===== src/common/vrm_pkg.sv =====
// Package: register map, reset values and carriers of the voice ROM mixer
package vrm_pkg;

  // ---------------------------------------------------------------------
  // Register indices (byte address is four times the index)
  // ---------------------------------------------------------------------
  localparam logic [7:0] IDX_PTR_LOW = 8'h20;
  localparam logic [7:0] IDX_PTR_HIGH = 8'h21;
  localparam logic [7:0] IDX_BANK = 8'h22;
  localparam logic [7:0] IDX_CH2_ROM_BUF = 8'h23;
  localparam logic [7:0] IDX_CH2_OUT_BUF = 8'h24;
  localparam logic [7:0] IDX_HI_NIB_UPPER = 8'h25;
  localparam logic [7:0] IDX_LO_NIB_UPPER = 8'h26;
  localparam logic [7:0] IDX_HI_NIB_LOWER = 8'h27;
  localparam logic [7:0] IDX_LO_NIB_LOWER = 8'h28;
  localparam logic [7:0] IDX_AUDIO_CTRL = 8'h29;
  localparam logic [7:0] IDX_VOLUME = 8'h2A;
  localparam logic [7:0] IDX_MIXER_CTRL = 8'h2B;
  localparam logic [7:0] IDX_CH2_POLARITY = 8'h2C;
  localparam logic [7:0] IDX_FETCH_CTRL = 8'h2D;

  // ---------------------------------------------------------------------
  // Reset values
  // ---------------------------------------------------------------------
  localparam logic [7:0] RST_PTR_LOW = 8'h00;
  localparam logic [7:0] RST_PTR_HIGH = 8'hC0;
  localparam logic [2:0] RST_BANK = 3'h0;
  localparam logic [7:0] RST_CH2_ROM_BUF = 8'hFF;
  localparam logic [7:0] RST_ROM_BYTE = 8'hFF;
  localparam logic [3:0] RST_VOLUME = 4'hF;
  localparam logic [7:0] PTR_ALL_ONES = 8'hFF;
  localparam logic [7:0] PTR_HIGH_RELOAD = 8'hC0;

  // ---------------------------------------------------------------------
  // Field positions
  // ---------------------------------------------------------------------
  localparam int MIX_DBL0_BIT = 4;
  localparam int MIX_MODE_LSB = 5;
  localparam int MIX_PWM_BIT = 7;
  localparam int AUD_EN_BIT = 0;
  localparam int AUD_INTERP_BIT = 1;
  localparam int POL_SIGN_BIT = 4;
  localparam int FCTL_AUTO_BIT = 0;
  localparam int FCTL_FULL_BIT = 6;
  localparam int FCTL_BUSY_BIT = 7;
  localparam int VOL_TOP_BIT = 3;
  localparam logic [1:0] MODE_DOUBLE_PS = 2'b10;
  localparam logic [1:0] MODE_CH2_X4 = 2'b11;

  // Sample handed to the PWM/DAC stage
  typedef struct packed {
    logic [9:0] total;
    logic [3:0] volume;
    logic pwm_sel;
  } vrm_sample_t;

  // Voice ROM fetch request
  typedef struct packed {
    logic [2:0] bank;
    logic [13:0] offset;
  } vrm_rom_addr_t;

endpackage : vrm_pkg


===== src/logic/vrm_mixer.sv =====
// Voice ROM fetch, nibble views, channel mixer and sample FIFO over APB
//
// Behaviour
// - Pointer low byte is read/write and clears to zero at reset.
// - Pointer high byte is read/write and resets to C0.
// - A 3-bit read/write bank selects one of eight 16 KB banks, reset 0.
// - Channel-2 output buffer is read/write, reset all zeros or all ones.
// - Upper nibble of the ROM byte reads in bits 7:4 and in bits 3:0.
// - Lower nibble of the ROM byte reads in bits 7:4 and in bits 3:0.
// - A 4-bit read/write volume resets to all ones (7 with 8 levels), 8 or 16 levels.
// - Mixer control bits 3:0 read the top four bits of the mixer result.
// - Mixer bit 4 picks the partial sum, bits 6:5 pick the total.
// - With auto-increment, a low byte wrap advances the high byte.
// - With auto-increment, a double wrap bumps the bank, high reloads C0.
`timescale 1ns/100ps
`default_nettype none

// -----------------------------------------------------------------------
// Shift-register FIFO: the head always sits in slot 0, so data is a flop
// -----------------------------------------------------------------------
module vrm_fifo #(
  parameter int WIDTH = 8,
  parameter int DEPTH = 4
) (
  // Clock and reset
  input wire logic clock,
  input wire logic rst_n,
  // Fill side
  input wire logic in_valid,
  output logic in_ready,
  input wire logic [WIDTH-1:0] in_data,
  // Drain side
  output logic out_valid,
  input wire logic out_ready,
  output logic [WIDTH-1:0] out_data
);
  localparam int CW = $clog2(DEPTH + 1);
  logic [WIDTH-1:0] mem_r [DEPTH];
  logic [CW-1:0] count_r;
  logic push;
  logic pop;

  // Handshakes
  assign push = in_valid && in_ready;
  assign pop = out_valid && out_ready;
  assign in_ready = (count_r != CW'(DEPTH));
  assign out_data = mem_r[0];

  // Occupancy and head valid
  always_ff @(posedge clock or negedge rst_n) begin
    if (!rst_n) begin
      count_r <= '0;
      out_valid <= 1'b0;
    end else begin
      count_r <= count_r + CW'(push) - CW'(pop);
      out_valid <= (count_r + CW'(push) - CW'(pop)) != '0;
    end
  end

  // Storage shifts toward the head on every pop
  always_ff @(posedge clock or negedge rst_n) begin
    if (!rst_n) begin
      for (int i = 0; i < DEPTH; i++) begin
        mem_r[i] <= '0;
      end
    end else begin
      for (int i = 0; i < DEPTH; i++) begin
        if (push && (CW'(i) == count_r - CW'(pop))) begin
          mem_r[i] <= in_data;
        end else if (pop && (i < DEPTH - 1)) begin
          mem_r[i] <= mem_r[i+1];
        end
      end
    end
  end
endmodule : vrm_fifo

// -----------------------------------------------------------------------
// Top: APB register file, ROM fetch and mixer
// -----------------------------------------------------------------------
module vrm_mixer #(
  parameter bit OBF_RESET_ONES = 1'b0,
  parameter logic [3:0] MIX_MSB_RESET = 4'h8,
  parameter bit PWM_RESET = 1'b1,
  parameter bit SIGN_RESET = 1'b0,
  parameter bit VOL_8LEVEL = 1'b0,
  parameter int FIFO_DEPTH = 4
) (
  // Clock and reset
  input wire logic clock,
  input wire logic rst_n,
  // APB slave
  input wire logic psel,
  input wire logic penable,
  input wire logic pwrite,
  input wire logic [11:0] paddr,
  input wire logic [31:0] pwdata,
  output logic [31:0] prdata,
  output logic pready,
  output logic pslverr,
  // Voice ROM port
  output logic rom_req,
  output vrm_pkg::vrm_rom_addr_t rom_addr,
  input wire logic rom_valid,
  input wire logic [7:0] rom_data,
  // Other voice channels
  input wire logic [7:0] voice_channel_zero,
  input wire logic [7:0] voice_channel_one,
  // Sample stream to PWM/DAC
  output logic sample_valid,
  input wire logic sample_ready,
  output vrm_pkg::vrm_sample_t sample_data,
  // Audio control levels
  output logic audio_enable,
  output logic interp_enable
);
  typedef enum logic [1:0] {
    FETCH_IDLE = 2'b01,
    FETCH_WAIT = 2'b10
  } vrm_fetch_t;

  // Registers
  logic [7:0] ptr_low_r;
  logic [7:0] ptr_high_r;
  logic [2:0] bank_r;
  logic [7:0] ch2_rom_r;
  logic [7:0] ch2_out_r;
  logic [7:0] rom_byte_r;
  logic [1:0] aud_r;
  logic [3:0] vol_r;
  logic [3:0] mix_cfg_r;
  logic [3:0] mix_msb_r;
  logic sign_r;
  logic auto_inc_r;
  logic fetch_pend_r;
  vrm_fetch_t fetch_r;

  // Bus decode
  logic [7:0] idx;
  logic mapped;
  logic setup_ok;
  logic commit;
  logic wr;
  logic rd;
  logic stall;
  logic [7:0] rdata;

  // Mixer and FIFO
  logic [9:0] total_nxt;
  logic push;
  logic fifo_ready;
  vrm_pkg::vrm_sample_t sample_nxt;

  assign idx = paddr[9:2];
  assign mapped = (paddr[1:0] == 2'b00) && (paddr[11:10] == 2'b00) &&
                  (idx >= vrm_pkg::IDX_PTR_LOW) &&
                  (idx <= vrm_pkg::IDX_FETCH_CTRL);
  assign commit = psel && penable && pready;
  assign wr = commit && pwrite && mapped;
  assign rd = commit && !pwrite && mapped;
  // A sample write waits for FIFO room so no sample is ever dropped
  assign stall = pwrite && (idx == vrm_pkg::IDX_CH2_ROM_BUF) &&
                 aud_r[vrm_pkg::AUD_EN_BIT] && !fifo_ready;
  assign setup_ok = psel && penable && !pready && !(mapped && stall);

  // ---------------------------------------------------------------------
  // Mixer datapath
  // ---------------------------------------------------------------------
  function automatic logic [9:0] mix_total(input logic [7:0] c0,
      input logic [7:0] c1, input logic [7:0] c2, input logic dbl0,
      input logic [1:0] mode);
    logic [8:0] ps;
    logic [9:0] tot;
    ps = dbl0 ? {c0, 1'b0} : ({1'b0, c0} + {1'b0, c1});
    unique case (mode)
      vrm_pkg::MODE_DOUBLE_PS: tot = {ps, 1'b0};
      vrm_pkg::MODE_CH2_X4: tot = {c2, 2'b00};
      default: tot = {1'b0, ps} + {1'b0, c2, 1'b0};
    endcase
    return tot;
  endfunction : mix_total

  // New channel-2 value enters the mixer on the sample write itself
  always_comb begin
    logic [7:0] c2;
    c2 = pwdata[7:0];
    if (sign_r) begin
      c2 = ~c2;
    end
    total_nxt = mix_total(voice_channel_zero, voice_channel_one, c2,
                          mix_cfg_r[0], mix_cfg_r[2:1]);
    sample_nxt.total = total_nxt;
    sample_nxt.volume = vol_r;
    sample_nxt.pwm_sel = mix_cfg_r[3];
  end

  assign push = wr && (idx == vrm_pkg::IDX_CH2_ROM_BUF) &&
                aud_r[vrm_pkg::AUD_EN_BIT];

  vrm_fifo #(
    .WIDTH($bits(vrm_pkg::vrm_sample_t)),
    .DEPTH(FIFO_DEPTH)
  ) u_fifo (
    .clock(clock),
    .rst_n(rst_n),
    .in_valid(push),
    .in_ready(fifo_ready),
    .in_data(sample_nxt),
    .out_valid(sample_valid),
    .out_ready(sample_ready),
    .out_data(sample_data)
  );

  // ---------------------------------------------------------------------
  // Read mux
  // ---------------------------------------------------------------------
  always_comb begin
    rdata = 8'h00;
    unique case (idx)
      vrm_pkg::IDX_PTR_LOW: rdata = ptr_low_r;
      vrm_pkg::IDX_PTR_HIGH: rdata = ptr_high_r;
      vrm_pkg::IDX_BANK: rdata = {5'h00, bank_r};
      vrm_pkg::IDX_CH2_OUT_BUF: rdata = ch2_out_r;
      vrm_pkg::IDX_HI_NIB_UPPER: rdata = {rom_byte_r[7:4], 4'h0};
      vrm_pkg::IDX_HI_NIB_LOWER: rdata = {4'h0, rom_byte_r[7:4]};
      vrm_pkg::IDX_LO_NIB_UPPER: rdata = {rom_byte_r[3:0], 4'h0};
      vrm_pkg::IDX_LO_NIB_LOWER: rdata = {4'h0, rom_byte_r[3:0]};
      vrm_pkg::IDX_AUDIO_CTRL: rdata = {6'h00, aud_r};
      vrm_pkg::IDX_VOLUME: rdata = {4'h0, vol_r};
      vrm_pkg::IDX_MIXER_CTRL: rdata = {mix_cfg_r, mix_msb_r};
      vrm_pkg::IDX_CH2_POLARITY: rdata = {3'h0, sign_r, 4'h0};
      // Busy also covers a queued fetch, so a poll never sees a false idle
      vrm_pkg::IDX_FETCH_CTRL: rdata = {(fetch_r == FETCH_WAIT) ||
                                        fetch_pend_r,
                                        !fifo_ready, 5'h00, auto_inc_r};
      default: rdata = 8'h00;
    endcase
  end

  // APB answer: ready one cycle into the access phase, held off on stall
  always_ff @(posedge clock or negedge rst_n) begin
    if (!rst_n) begin
      pready <= 1'b0;
      prdata <= 32'h0000_0000;
      pslverr <= 1'b0;
    end else begin
      pready <= setup_ok;
      if (setup_ok) begin
        prdata <= (mapped && !pwrite) ? {24'h00_0000, rdata} : 32'h0000_0000;
        pslverr <= !mapped;
      end
    end
  end

  // ---------------------------------------------------------------------
  // Voice pointer and bank with auto-increment
  // ---------------------------------------------------------------------
  // Reading the last nibble view steps the pointer to the next byte
  always_ff @(posedge clock or negedge rst_n) begin
    if (!rst_n) begin
      ptr_low_r <= vrm_pkg::RST_PTR_LOW;
      ptr_high_r <= vrm_pkg::RST_PTR_HIGH;
      bank_r <= vrm_pkg::RST_BANK;
    end else if (wr) begin
      if (idx == vrm_pkg::IDX_PTR_LOW) ptr_low_r <= pwdata[7:0];
      if (idx == vrm_pkg::IDX_PTR_HIGH) ptr_high_r <= pwdata[7:0];
      if (idx == vrm_pkg::IDX_BANK) bank_r <= pwdata[2:0];
    end else if (rd && (idx == vrm_pkg::IDX_LO_NIB_LOWER)) begin
      ptr_low_r <= ptr_low_r + 8'h01;
      if (auto_inc_r && (ptr_low_r == vrm_pkg::PTR_ALL_ONES)) begin
        if (ptr_high_r == vrm_pkg::PTR_ALL_ONES) begin
          bank_r <= bank_r + 3'h1;
          ptr_high_r <= vrm_pkg::PTR_HIGH_RELOAD;
        end else begin
          ptr_high_r <= ptr_high_r + 8'h01;
        end
      end
    end
  end

  // ---------------------------------------------------------------------
  // Control and data registers
  // ---------------------------------------------------------------------
  // Writes to the nibble views fall through every branch here
  always_ff @(posedge clock or negedge rst_n) begin
    if (!rst_n) begin
      ch2_rom_r <= vrm_pkg::RST_CH2_ROM_BUF;
      ch2_out_r <= {8{OBF_RESET_ONES}};
      aud_r <= 2'b00;
      vol_r <= VOL_8LEVEL ? 4'h7 : vrm_pkg::RST_VOLUME;
      mix_cfg_r <= {PWM_RESET, 3'b000};
      sign_r <= SIGN_RESET;
      auto_inc_r <= 1'b0;
    end else if (wr) begin
      unique case (idx)
        vrm_pkg::IDX_CH2_ROM_BUF: begin
          ch2_rom_r <= pwdata[7:0];
          ch2_out_r <= pwdata[7:0];
        end
        vrm_pkg::IDX_CH2_OUT_BUF: ch2_out_r <= pwdata[7:0];
        vrm_pkg::IDX_AUDIO_CTRL: aud_r <= pwdata[1:0];
        vrm_pkg::IDX_VOLUME: begin
          vol_r <= pwdata[3:0];
          if (VOL_8LEVEL) vol_r[vrm_pkg::VOL_TOP_BIT] <= 1'b0;
        end
        vrm_pkg::IDX_MIXER_CTRL: mix_cfg_r <= pwdata[7:4];
        vrm_pkg::IDX_CH2_POLARITY: sign_r <= pwdata[vrm_pkg::POL_SIGN_BIT];
        vrm_pkg::IDX_FETCH_CTRL:
          auto_inc_r <= pwdata[vrm_pkg::FCTL_AUTO_BIT];
        default: ;
      endcase
    end
  end

  // Mixer top bits latch the total of every pushed sample
  always_ff @(posedge clock or negedge rst_n) begin
    if (!rst_n) begin
      mix_msb_r <= MIX_MSB_RESET;
    end else if (push) begin
      mix_msb_r <= total_nxt[9:6];
    end
  end

  // Audio control levels to the output stage
  always_ff @(posedge clock or negedge rst_n) begin
    if (!rst_n) begin
      audio_enable <= 1'b0;
      interp_enable <= 1'b0;
    end else begin
      audio_enable <= aud_r[vrm_pkg::AUD_EN_BIT];
      interp_enable <= aud_r[vrm_pkg::AUD_INTERP_BIT];
    end
  end

  // ---------------------------------------------------------------------
  // ROM fetch: refetch whenever the pointer moves; a move during a
  // fetch re-arms the request so the stale byte is soon replaced
  // ---------------------------------------------------------------------
  always_ff @(posedge clock or negedge rst_n) begin
    if (!rst_n) begin
      fetch_r <= FETCH_IDLE;
      fetch_pend_r <= 1'b1;
      rom_req <= 1'b0;
      rom_addr <= '0;
      rom_byte_r <= vrm_pkg::RST_ROM_BYTE;
    end else begin
      rom_req <= 1'b0;
      if ((wr && (idx <= vrm_pkg::IDX_BANK)) ||
          (rd && (idx == vrm_pkg::IDX_LO_NIB_LOWER))) begin
        fetch_pend_r <= 1'b1;
      end
      unique case (fetch_r)
        FETCH_IDLE: begin
          if (fetch_pend_r && !commit) begin
            fetch_pend_r <= 1'b0;
            rom_req <= 1'b1;
            rom_addr.bank <= bank_r;
            rom_addr.offset <= {ptr_high_r[5:0], ptr_low_r};
            fetch_r <= FETCH_WAIT;
          end
        end
        FETCH_WAIT: begin
          if (rom_valid) begin
            rom_byte_r <= rom_data;
            fetch_r <= FETCH_IDLE;
          end
        end
        default: fetch_r <= FETCH_IDLE;
      endcase
    end
  end
endmodule : vrm_mixer

`default_nettype wire


===== config.mk =====
export PLATFORM = sky130hd
export DESIGN_NAME = vrm_mixer
export DESIGN_NICKNAME = d
export VERILOG_FILES = /design/src/common/vrm_pkg.sv /design/src/logic/vrm_mixer.sv
export SDC_FILE = /design/constraint.sdc
export NUM_CORES = 1
export LEC_CHECK = 0
export BUFFER_PORTS_ARGS = -buffer_cell sky130_fd_sc_hd__buf_2
export CORE_MARGIN = 4
export CORE_UTILIZATION = 45
export CTS_BUF_LIST = sky130_fd_sc_hd__clkbuf_4
export CTS_CLUSTER_SIZE = 24
export DETAILED_ROUTE_END_ITERATION = 10
export PLACE_DENSITY = 0.71
export SETUP_SLACK_MARGIN = 0.2
export SLEW_MARGIN = 20
export SYNTH_ARGS = -nofsm -noshare
export SYNTH_HDL_FRONTEND = slang
export SYNTH_SLANG_ARGS = --single-unit

===== constraint.sdc =====
create_clock -name clock -period 2.8 [get_ports clock]
set_input_delay 0.28 -clock clock [delete_from_list [all_inputs] [get_ports clock]]
set_output_delay 0.28 -clock clock [all_outputs]
set_load 0.005 [all_outputs]

==> results of run 1 <==
==> timing repair <==
action,in CTS,in global routing
endpoints found under the setup margin,0,17
hold buffers,9,0
hold endpoints to repair,70,0
gates resized for setup,0,4
==> registers in the layout, summed over array words and instances, names as in the netlist, 2 cells and up <==
name and cells:
rom_addr 17, ptr_low_r 8, u_fifo.count_r 3, vol_r 4, fetch_r 2, ch2_out_r 8
ptr_high_r 8, mix_cfg_r 4, mix_msb_r 4, aud_r 2, u_fifo.out_data 15, rom_byte_r 8
bank_r 3, u_fifo.mem_r 45, prdata 8
==> worst reg2reg max path, delay by kind of cell (launching register included) <==
kind | cells | cell delay, ns
compound gates | 1 | 0.16
flops | 1 | 0.51
fa+ha+maj | 2 | 0.64
simple gates | 3 | 1.08
==> cell families (layout without fill, tap and decap cells) <==
group | count (synthesis) | after routing | share of synthesized area
AO/OA/AOI/OAI | 244 | 244 | 0.181
adder cells (fa/ha/maj) | 26 | 26 | 0.0398
buffers and inverters | 109 | 218 | 0.0684
XOR/XNOR | 20 | 20 | 0.0200
flip-flops | 148 | 148 | 0.426
multiplexers | 81 | 81 | 0.105
AND/OR/NAND/NOR | 264 | 264 | 0.160
other | 1 | 24 | 0.000429
==> path summary, 6_finish.rpt <==
path / slack [ns] / startpoint / end / depth (start not counted)
setup / recovery: 0.30 / voice_channel_zero[0] / u_fifo.mem_r[12]$_DFFE_PN0P_ / 14
hold / removal: 0.04 / pwdata[5] / ch2_out_r[5]$_DFFE_PN0P_ / 2
setup reg to reg: 0.32 / aud_r[0]$_DFFE_PN0P_ / u_fifo.out_valid$_DFF_PN0_ / 6
hold reg to reg: 0.41 / aud_r[1]$_DFFE_PN0P_ / interp_enable$_DFF_PN0_ / 0
max in group asynchronous: 1.69 / rst_n / mix_cfg_r[3]$_DFFE_PN1P_ / 3
min in group asynchronous: 0.29 / rst_n / u_fifo.out_data[10]$_DFFE_PN0P_ / 2
==> power by group <==
part	internal [uW]	switching, uW
Combinational	443	643
Sequential	2170	29.6
Clock	787	728
==> area by class of cell <==
type,instances,area [um^2],area share
clock buffers,18,135,0.0134
clock inverters,13,189,0.0187
inverters,21,78.8,0.00782
multi-input cells,659,4580,0.454
flip-flops and latches,148,3730,0.370
well taps,260,325,0.0323
repair buffers,166,1050,0.104
==> stage by stage <==
stage / setup slack [ns] / TNS, ns / area, um^2
detailed placement: -0.326 / -5.98 / 9650
finish: 0.304 / 0 / 10100
global placement: -0.235 / -3.78 / 9650
global route: 0.201 / 0 / 10100
floorplan: 0.105 / 0 / 8900
CTS: 0.257 / 0 / 10100
==> cells in the mapped netlist (all sizes together) (11+ instances only) <==
| master | count | share of area |
|---|---|---|
| dfrtp | 130 | 0.37 |
| nand2 | 83 | 0.036 |
| a21oi | 72 | 0.042 |
| buf | 58 | 0.046 |
| nor2 | 58 | 0.027 |
| o21ai | 52 | 0.031 |
| mux2 | 49 | 0.066 |
| and3 | 34 | 0.025 |
| a211oi | 33 | 0.028 |
| mux2i | 31 | 0.035 |
| clkbuf | 30 | 0.013 |
| ha | 23 | 0.033 |
| inv | 21 | 0.0090 |
| nand3 | 19 | 0.011 |
| dfstp | 18 | 0.054 |
| nor3 | 18 | 0.015 |
| xor2 | 13 | 0.013 |
| a22o | 11 | 0.011 |
==> metal layers <==
layer / part of all wire / vias up
met5: 0 / -
met4: 0.024 / 0
met3: 0.055 / 41
met2: 0.49 / 222
met1: 0.43 / 3564
li1: - / 3424
==> layout by cell type (no fill, tap or decap), drive strengths merged, types with 5 or more instances in the layout <==
master	count
nor2	58
clkbuf	18
clkinv	7
buf	157
nand4	7
and3	34
o21a	8
ha	23
dlygate4sd3	9
o31ai	5
bufinv	5
a21oi	72
a211oi	33
o211ai	8
nor2b	8
a22o	11
mux2i	31
nor3	18
mux2	49
o22ai	5
nand3	19
a21o	8
o21ai	52
xor2	13
xnor2	7
conb	24
a22oi	8
dfstp	18
inv	21
and2	6
or3	7
dfrtp	130
nand2	83
==> summary.md, run 1 <==
| Metric | Value |
|---|---|
| EDFF count, synth | `0` |
| Final Max Slew Viols | `0` |
| Io pins | `approximately 150` |
| Yosys reg bits | `between 100 and 150` |
| Status | `finished clean` |
| Largest net degree at the start of global routing | `72` |
| Clk_skew | `approximately 0.015 ns` |
| Fill count | `approximately 1800` |
| Min Tclk post-route | `between 2 and 2.5 ns` |
| Mean Syn Cell Area | `9.80 um^2` |
| Hpwl dp | `16700 um` |
| Die area | `around 22000 um^2` |
| Global-route track usage on met2 | `0.349` |
| Post-synthesis cell area | `between 8000 and 9000 um^2` |
| Final Hold Viols | `0` |
| Core area | `between 15000 and 20000 um^2` |
| Synth-to-Final Area Change | `15.2%` |
| Clock Sinks | `approximately 150` |
| Sequential area share after synthesis | `0.426` |
| Slowest cell on crit path | `fa_2` |
| Asr flop ratio synth | `1.00` |
| Worst Hold Class | `in2reg` |
| First-pass GRT wire length | `37100 um` |
| Root Driver | `clkbuf_4` |
| Initial core utilization | `0.463` |
| Layout cells sized above 1 | `0.283` |
| Tot GR Track Use | `0.210` |
| CP most frequent cell | `buf_4` |
| Reg clk slew, reported paths | `approximately 0.11 ns` |
| Clk buf depth | `2` |
| PortBufs | `between 90 and 100` |
| GR Util met3 | `0.0429` |
| Pre-Repair DR Iteration Count | `5` |
| Max incr delay on CP | `~0.36 ns` |
| Non-Filler Instances | `1285` |
| Netlist cell types | `80` |
| Final setup violation count | `0` |
| CTS tree | `yes` |
| Most Used Layer, Global Route | `met2` |
| Worst EP required | `3.25 ns` |
| Arrival @ worst endpoint | `a little under 3 ns` |
| RSZ-0062 raised after global routing | `false` |
| P_leak | `0.00495 uW` |
| Gr ovfl total | `0` |
| Synth Flop Type | `dfrtp_1` |
| Post CTS Setup Buffer Count | `0` |
| Slew @ Worst Pin | `~0.67 ns` |
| GPL Wtd Cong | `about 0.97` |
| Nets@finish | `~1100` |
| N_diodes | `0` |
| Max-Cap Viols | `0` |
| Slew HR | `0.548` |
| CP Capture Type | `register` |
| Power density over the cells | `~480 nW/um^2` |
| Total CTS buffers | `17` |
| Kind of critical path | `in2reg` |
| Drt wl/cell | `17.7 um` |
| Bufs and invs on worst path | `3` |
| Max H-tree Level | `4` |
| Post-layout util | `0.534` |
| Peak VDD IR | `about 0.41 mV` |
| Min Hold Slack | `between 0.04 and 0.05 ns` |
| Fmax | `around 400 MHz` |
| Vias | `~7300` |
| Cells after DPL | `around 1200` |
| Vias per Instance | `5.64` |
| Die height | `about 150 um` |
| Worst-skew pair later-pin latency | `between 0.5 and 0.6 ns` |
| Row cnt | `50` |
| Setup crit start kind | `input pin` |
| Final ANT Viol Nets | `0` |
| Worst-path cell chain | `buf_2, ha_4, fa_2, a21o_1, a211oi_1, o31ai_1, buf_4, ha_1, buf_4, o2111ai_1, nand3b_1, xnor2_1, o21a_2, o21ai_0` |
| Delay-heaviest family, CP | `compound AO/OA/AOI/OAI gates` |
| Power, Total | `4800 uW` |
| Vias in the first global route | `7105` |
| Crit-path max FO | `5` |
| Initial antenna violation count | `0` |
| Met1 Track Usage GR | `0.279` |
| Synth Warn # | `0` |
| Tcrit/Tclk final | `0.891` |
| Die W | `147 um` |
| Drt drc | `0` |
| Post-Syn Instances | `between 800 and 900` |
| DRT Wirelength | `about 23000 um` |
| Iteration-0 DRC Markers | `between 500 and 600` |
No activity file was read; power rests on OpenSTA's default activity.
==> run 2: changes to the inputs <==
Settings changed: CORE_UTILIZATION 45 to 40, CTS_CLUSTER_DIAMETER set to 100, PLACE_DENSITY 0.71 to 0.64.
==> summary.md, run 2 (synthesis gave the netlist of run 1 again) <==
| Metric | Value |
|---|---|
| Fill count | `between 2000 and 2500` |
| Tot GR Track Use | `0.191` |
| Cells after DPL | `~1300` |
| Clock Sinks | `around 150` |
| Worst EP required | `roughly 3.2 ns` |
| Worst-skew pair later-pin latency | `0.57 ns` |
| Hpwl dp | `approximately 17000 um` |
| Synth-to-Final Area Change | `16.3%` |
| Clk buf depth | `2` |
| Slowest cell on crit path | `or3_1` |
| Initial antenna violation count | `0` |
| Min Tclk post-route | `~2.5 ns` |
| R2r setup slk | `0.30 ns` |
| Largest net degree at the start of global routing | `74` |
| Clk_skew | `between 0.02 and 0.03 ns` |
| Gr ovfl total | `0` |
| DRT Wirelength | `about 23000 um` |
| Max-Cap Viols | `0` |
| Worst-path cell chain | `nand2_4, inv_1, ha_1, ha_1, or2_2, a21oi_2, nand4_4, or3_1, nor2_1, a21oi_1` |
| Most frequent cells in the layout | `dfrtp_1, buf_2, nand2_1` |
| Die area | `about 24000 um^2` |
| Max incr delay on CP | `about 0.55 ns` |
| Bufs and invs on worst path | `1` |
| CP most frequent cell | `ha_1` |
| Place WS | `-0.308 ns` |
| Slew @ Worst Pin | `roughly 0.63 ns` |
| Setup crit start kind | `register` |
| Core area | `21300 um^2` |
| Worst reg-to-reg path cell count | `10` |
| Post-layout util | `0.478` |
| Root Driver | `clkbuf_4` |
| CP endpoint | `u_fifo.out_data[3]$_DFFE_PN0P_` |
| Max H-tree Level | `4` |
| CTS tree | `yes` |
| Power density over the cells | `483 nW/um^2` |
| Tcrit/Tclk final | `0.892` |
| CP Capture Type | `register` |
| Final ANT Viol Nets | `0` |
| Die W | `about 160 um` |
| GPL Wtd Cong | `0.992` |
| Reg clk slew, reported paths | `approximately 0.14 ns` |
| Setup crit start | `u_fifo.out_valid$_DFF_PN0_` |
| Iteration-0 DRC Markers | `530` |
| Slew HR | `0.577` |
| Reg2Reg Launch Point | `u_fifo.out_valid$_DFF_PN0_` |
| Drt drc | `0` |
| Row cnt | `53` |
| Delay-heaviest family, CP | `simple AND/OR/NAND/NOR gates` |
| P_leak | `~0.0050 uW` |
| Worst Hold Class | `in2reg` |
| Io pins | `145` |
| Vias | `about 7100` |
| Reg2reg end | `u_fifo.out_data[3]$_DFFE_PN0P_` |
| Initial core utilization | `0.411` |
| Largest register FFs | `45` |
| Arrival @ worst endpoint | `about 2.9 ns` |
| Pre-Repair DR Iteration Count | `5` |
| N_diodes | `0` |
| First-pass GRT wire length | `around 37000 um` |
| Fmax | `400 MHz` |
| Peak VDD IR | `between 0.2 and 0.3 mV` |
| Crit-path max FO | `10` |
| PortBufs | `96` |
| Commonest non-fill, non-tap cell in the layout | `dfrtp_1` |
| Vias per Instance | `between 5 and 6` |
| Layout cells sized above 1 | `0.291` |
| RSZ-0062 raised after global routing | `true` |
| Vias in the first global route | `between 6000 and 7000` |
| Nets@finish | `around 1100` |
| Die height | `between 150 and 200 um` |
| Kind of critical path | `reg2reg` |
| Total CTS buffers | `17` |
| Final Hold Viols | `0` |
| Sum Neg Setup Slack | `0 ns` |
| Drt wl/cell | `between 15 and 20 um` |
| Non-Filler Instances | `roughly 1300` |
| Final setup violation count | `0` |
| Final worst slack | `0.302 ns` |
| Status | `finished clean` |
| Crit path depth | `10` |
| Most flop-heavy register | `u_fifo.mem_r` |
| Final Max Slew Viols | `0` |
run 2: changes by cell type in the layout (fill, tap and decap cells not counted), sizes merged:
cell and delta:
buf +2, clkbuf +3, clkinv -2, clkinvlp -1
inv +1
run 2: area by class of cell:
cell class | count | area, um^2 | share of cell area
sequential | 148 | 3730 | 0.366
inverter | 21 | 78.8 | 0.00775
clock inverter | 11 | 185 | 0.0182
multi-input combinational | 659 | 4600 | 0.452
clock buffer | 21 | 158 | 0.0155
timing repair buffer | 168 | 1080 | 0.106
tap | 275 | 344 | 0.0338
run 2: power breakdown:
group          switching [uW]  internal [uW]
combinational             644            456
clock                     779            834
sequential               32.7           2170
run 2: metal layers:
metal	global-route usage	part of all wire	vias to the layer above
met1	0.267	0.45	3455
met3	0.0377	0.054	26
met4	0.0467	0.013	0
li1	-	-	3443
met5	0	0	-
met2	0.307	0.48	198
run 2: worst min-delay path by stage:
stage               from                             end  slack (ns)  cells past startpoint
2_1_floorplan      rst_n            aud_r[0]$_DFFE_PN0P_       -0.02                      0
3_3_place_gp       rst_n  u_fifo.out_data[5]$_DFFE_PN0P_        0.27                      1
3_5_place_dp       rst_n  u_fifo.out_data[6]$_DFFE_PN0P_        0.29                      1
4_1_cts        pwdata[5]        mix_cfg_r[1]$_DFFE_PN0P_       0.009                      2
5_1_grt        pwdata[6]        ch2_out_r[6]$_DFFE_PN0P_        0.02                      2
6_report       pwdata[5]        mix_cfg_r[1]$_DFFE_PN0P_        0.04                      2
run 2: worst register-to-register path: stages (launching register included):
cell	delay, ns
dfrtp_1	0.43
nand2_4	0.07
inv_1	0.04
ha_1	0.19
ha_1	0.20
or2_2	0.30
a21oi_2	0.19
nand4_4	0.18
or3_1	0.55
nor2_1	0.16
a21oi_1	0.05
run 2: stage by stage:
stage | area [um^2] | total power [uW] | hold slack (ns)
global placement | 9680 | 3300 | 0.273
finish | 10200 | 4920 | 0.0379
CTS | 10100 | 4930 | 0.00901
detailed placement | 9680 | 3310 | 0.285
floorplan | 8900 | 2920 | -0.0156
global route | 10200 | 5170 | 0.0237
run 2: timing repair:
item	CTS	global route
setup endpoints to repair	0	30
hold buffers	9	0
setup buffers	0	1
hold endpoints to repair	59	0
gates resized for setup	0	10
==> run 3: changes to the inputs <==
Settings changed: BUFFER_PORTS_ARGS -buffer_cell sky130_fd_sc_hd__buf_2 to unset, DONT_BUFFER_PORTS set to 1, PLACE_DENSITY 0.64 to 0.58.
==> summary.md, run 3 (synthesis gave the netlist of run 1 again) <==
| Metric | Value |
|---|---|
| Gr ovfl total | `0` |
| Final setup violation count | `0` |
| Peak VDD IR | `around 0.3 mV` |
| Power density over the cells | `about 470 nW/um^2` |
| Violated checks | `hold timing` |
| Die W | `roughly 160 um` |
| Commonest non-fill, non-tap cell in the layout | `dfrtp_1` |
| Total CTS buffers | `17` |
| Max incr delay on CP | `0.47 ns` |
| CTS tree | `yes` |
| Final ANT Viol Nets | `0` |
| Tot GR Track Use | `0.192` |
| Die area | `around 24000 um^2` |
| Vias | `6872` |
| First-pass GRT wire length | `around 37000 um` |
| Reg clk slew, reported paths | `0.13 ns` |
| Slowest cell on crit path | `dfrtp_2` |
| Hpwl dp | `16300 um` |
| Die height | `between 150 and 200 um` |
| Clk buf depth | `2` |
| Synth-to-Final Area Change | `9.90%` |
| Status | `finished with violations` |
| Worst-path cell chain | `mux2_4, ha_1, buf_4, a211o_1, o211ai_1, a32oi_1, xor2_1, o22ai_4, o21ai_1` |
| Largest register FFs | `45` |
| Final Hold Viols | `148` |
| DRT Wirelength | `23300 um` |
| PortBufs | `0` |
| Layout cells sized above 1 | `0.205` |
| Crit-path max FO | `5` |
| Vias per Instance | `between 5 and 6` |
| Fmax | `~410 MHz` |
| GPL Wtd Cong | `0.922` |
| Core area | `21300 um^2` |
| Cells after DPL | `about 1100` |
| Row cnt | `53` |
| Max-Cap Viols | `0` |
| Slew HR | `0.490` |
| Most frequent cells in the layout | `dfrtp_1, nand2_1, a21oi_1` |
| Setup crit start kind | `register` |
| Hold_buf cts | `22` |
| P_leak | `roughly 0.0045 uW` |
| Clk_skew | `between 0.02 and 0.025 ns` |
| Sum Neg Setup Slack | `0 ns` |
| Root Driver | `clkbuf_4` |
| Iteration-0 DRC Markers | `approximately 460` |
| Initial antenna violation count | `2` |
| Drt drc | `0` |
| Largest net degree at the start of global routing | `149` |
| Io pins | `145` |
| Most flop-heavy register | `u_fifo.mem_r` |
| Nets@finish | `slightly above 1000` |
| Non-Filler Instances | `~1200` |
| Clock Sinks | `approximately 150` |
| Min Hold Slack | `-0.598 ns` |
| Worst Hold Class | `in2async` |
| Slew @ Worst Pin | `between 0.7 and 0.8 ns` |
| Max H-tree Level | `4` |
| Worst EP required | `between 3 and 4 ns` |
| Vias in the first global route | `between 6000 and 7000` |
| Kind of critical path | `reg2reg` |
| CP Capture Type | `register` |
| Arrival @ worst endpoint | `2.87 ns` |
| Initial core utilization | `0.411` |
| Final Max Slew Viols | `0` |
| Tcrit/Tclk final | `0.879` |
| Min Tclk post-route | `~2.5 ns` |
| Drt wl/cell | `around 19 um` |
| Worst-skew pair later-pin latency | `around 0.55 ns` |
| Pre-Repair DR Iteration Count | `5` |
| RSZ-0062 raised after global routing | `true` |
-- run 3: cell type report --
| type | instances | area (um^2) |
|---|---|---|
| well taps | 275 | 344 |
| flip-flops and latches | 148 | 3730 |
| multi-input cells | 659 | 4610 |
| diodes | 3 | 7.51 |
| clock inverters | 14 | 138 |
| repair buffers | 69 | 573 |
| fillers | 2061 | 11700 |
| inverters | 21 | 78.8 |
| clock buffers | 18 | 135 |
-- run 3: path summary, 6_finish.rpt --
path | start | end | slack [ns] | cells after the start
setup / recovery | mix_cfg_r[0]$_DFFE_PN0P_ | u_fifo.mem_r[13]$_DFFE_PN0P_ | 0.34 | 9
hold / removal | rst_n | u_fifo.out_data[5]$_DFFE_PN0P_ | -0.60 | 0
setup reg to reg | mix_cfg_r[0]$_DFFE_PN0P_ | u_fifo.mem_r[13]$_DFFE_PN0P_ | 0.34 | 9
hold reg to reg | aud_r[1]$_DFFE_PN0P_ | interp_enable$_DFF_PN0_ | 0.42 | 0
max in group asynchronous | rst_n | rom_byte_r[4]$_DFFE_PN1P_ | 3.04 | 0
min in group clock | sample_ready | u_fifo.out_data[11]$_DFFE_PN0P_ | 0.04 | 3
-- run 3: repair_timing --
item	CTS	global route
setup buffers	0	2
gates resized for setup	0	13
hold endpoints to repair	206	148
endpoints found under the setup margin	0	24
-- run 3: report_power, final --
group          internal [uW]  switching, uW  total [uW]  leakage, uW
sequential              2170           34.2        2200      0.00198
combinational            418            565         983      0.00234
clock                    531            781        1310     0.000137
total                   3120           1380        4500      0.00445
-- run 3: through the flow --
| step | setup WS (ns) | util | total power, uW | hold WS, ns | cell area (um^2) |
|---|---|---|---|---|---|
| after floorplan | 0.105 | - | 2920 | -0.0156 | 8900 |
| after global placement | -0.147 | 0.425 | 3150 | -0.0122 | 9050 |
| after detailed placement | -0.191 | 0.425 | 3160 | -0.0123 | 9050 |
| after CTS | 0.225 | 0.448 | 4520 | -0.649 | 9550 |
| after global routing | 0.196 | 0.452 | 4760 | -0.669 | 9610 |
| final | 0.338 | 0.452 | 4500 | -0.598 | 9620 |
-- run 3: routing by layer --
layer	routed length, um	global-route usage	vias up
met5	0	0	-
met4	434	0.0571	0
met3	1440	0.0466	31
met2	11200	0.307	206
met1	10200	0.258	3400
li1	-	-	3235
-- run 3: worst max-delay path, delay by kind of cell, from the launching register on --
family | cells | cell delay, ns
xor gates and xnor gates | 1 | 0.20
buffers and inverters | 1 | 0.14
DFF | 1 | 0.47
muxes | 1 | 0.34
AOI/OAI and AO/OA | 5 | 0.98
adders and majority gates | 1 | 0.20
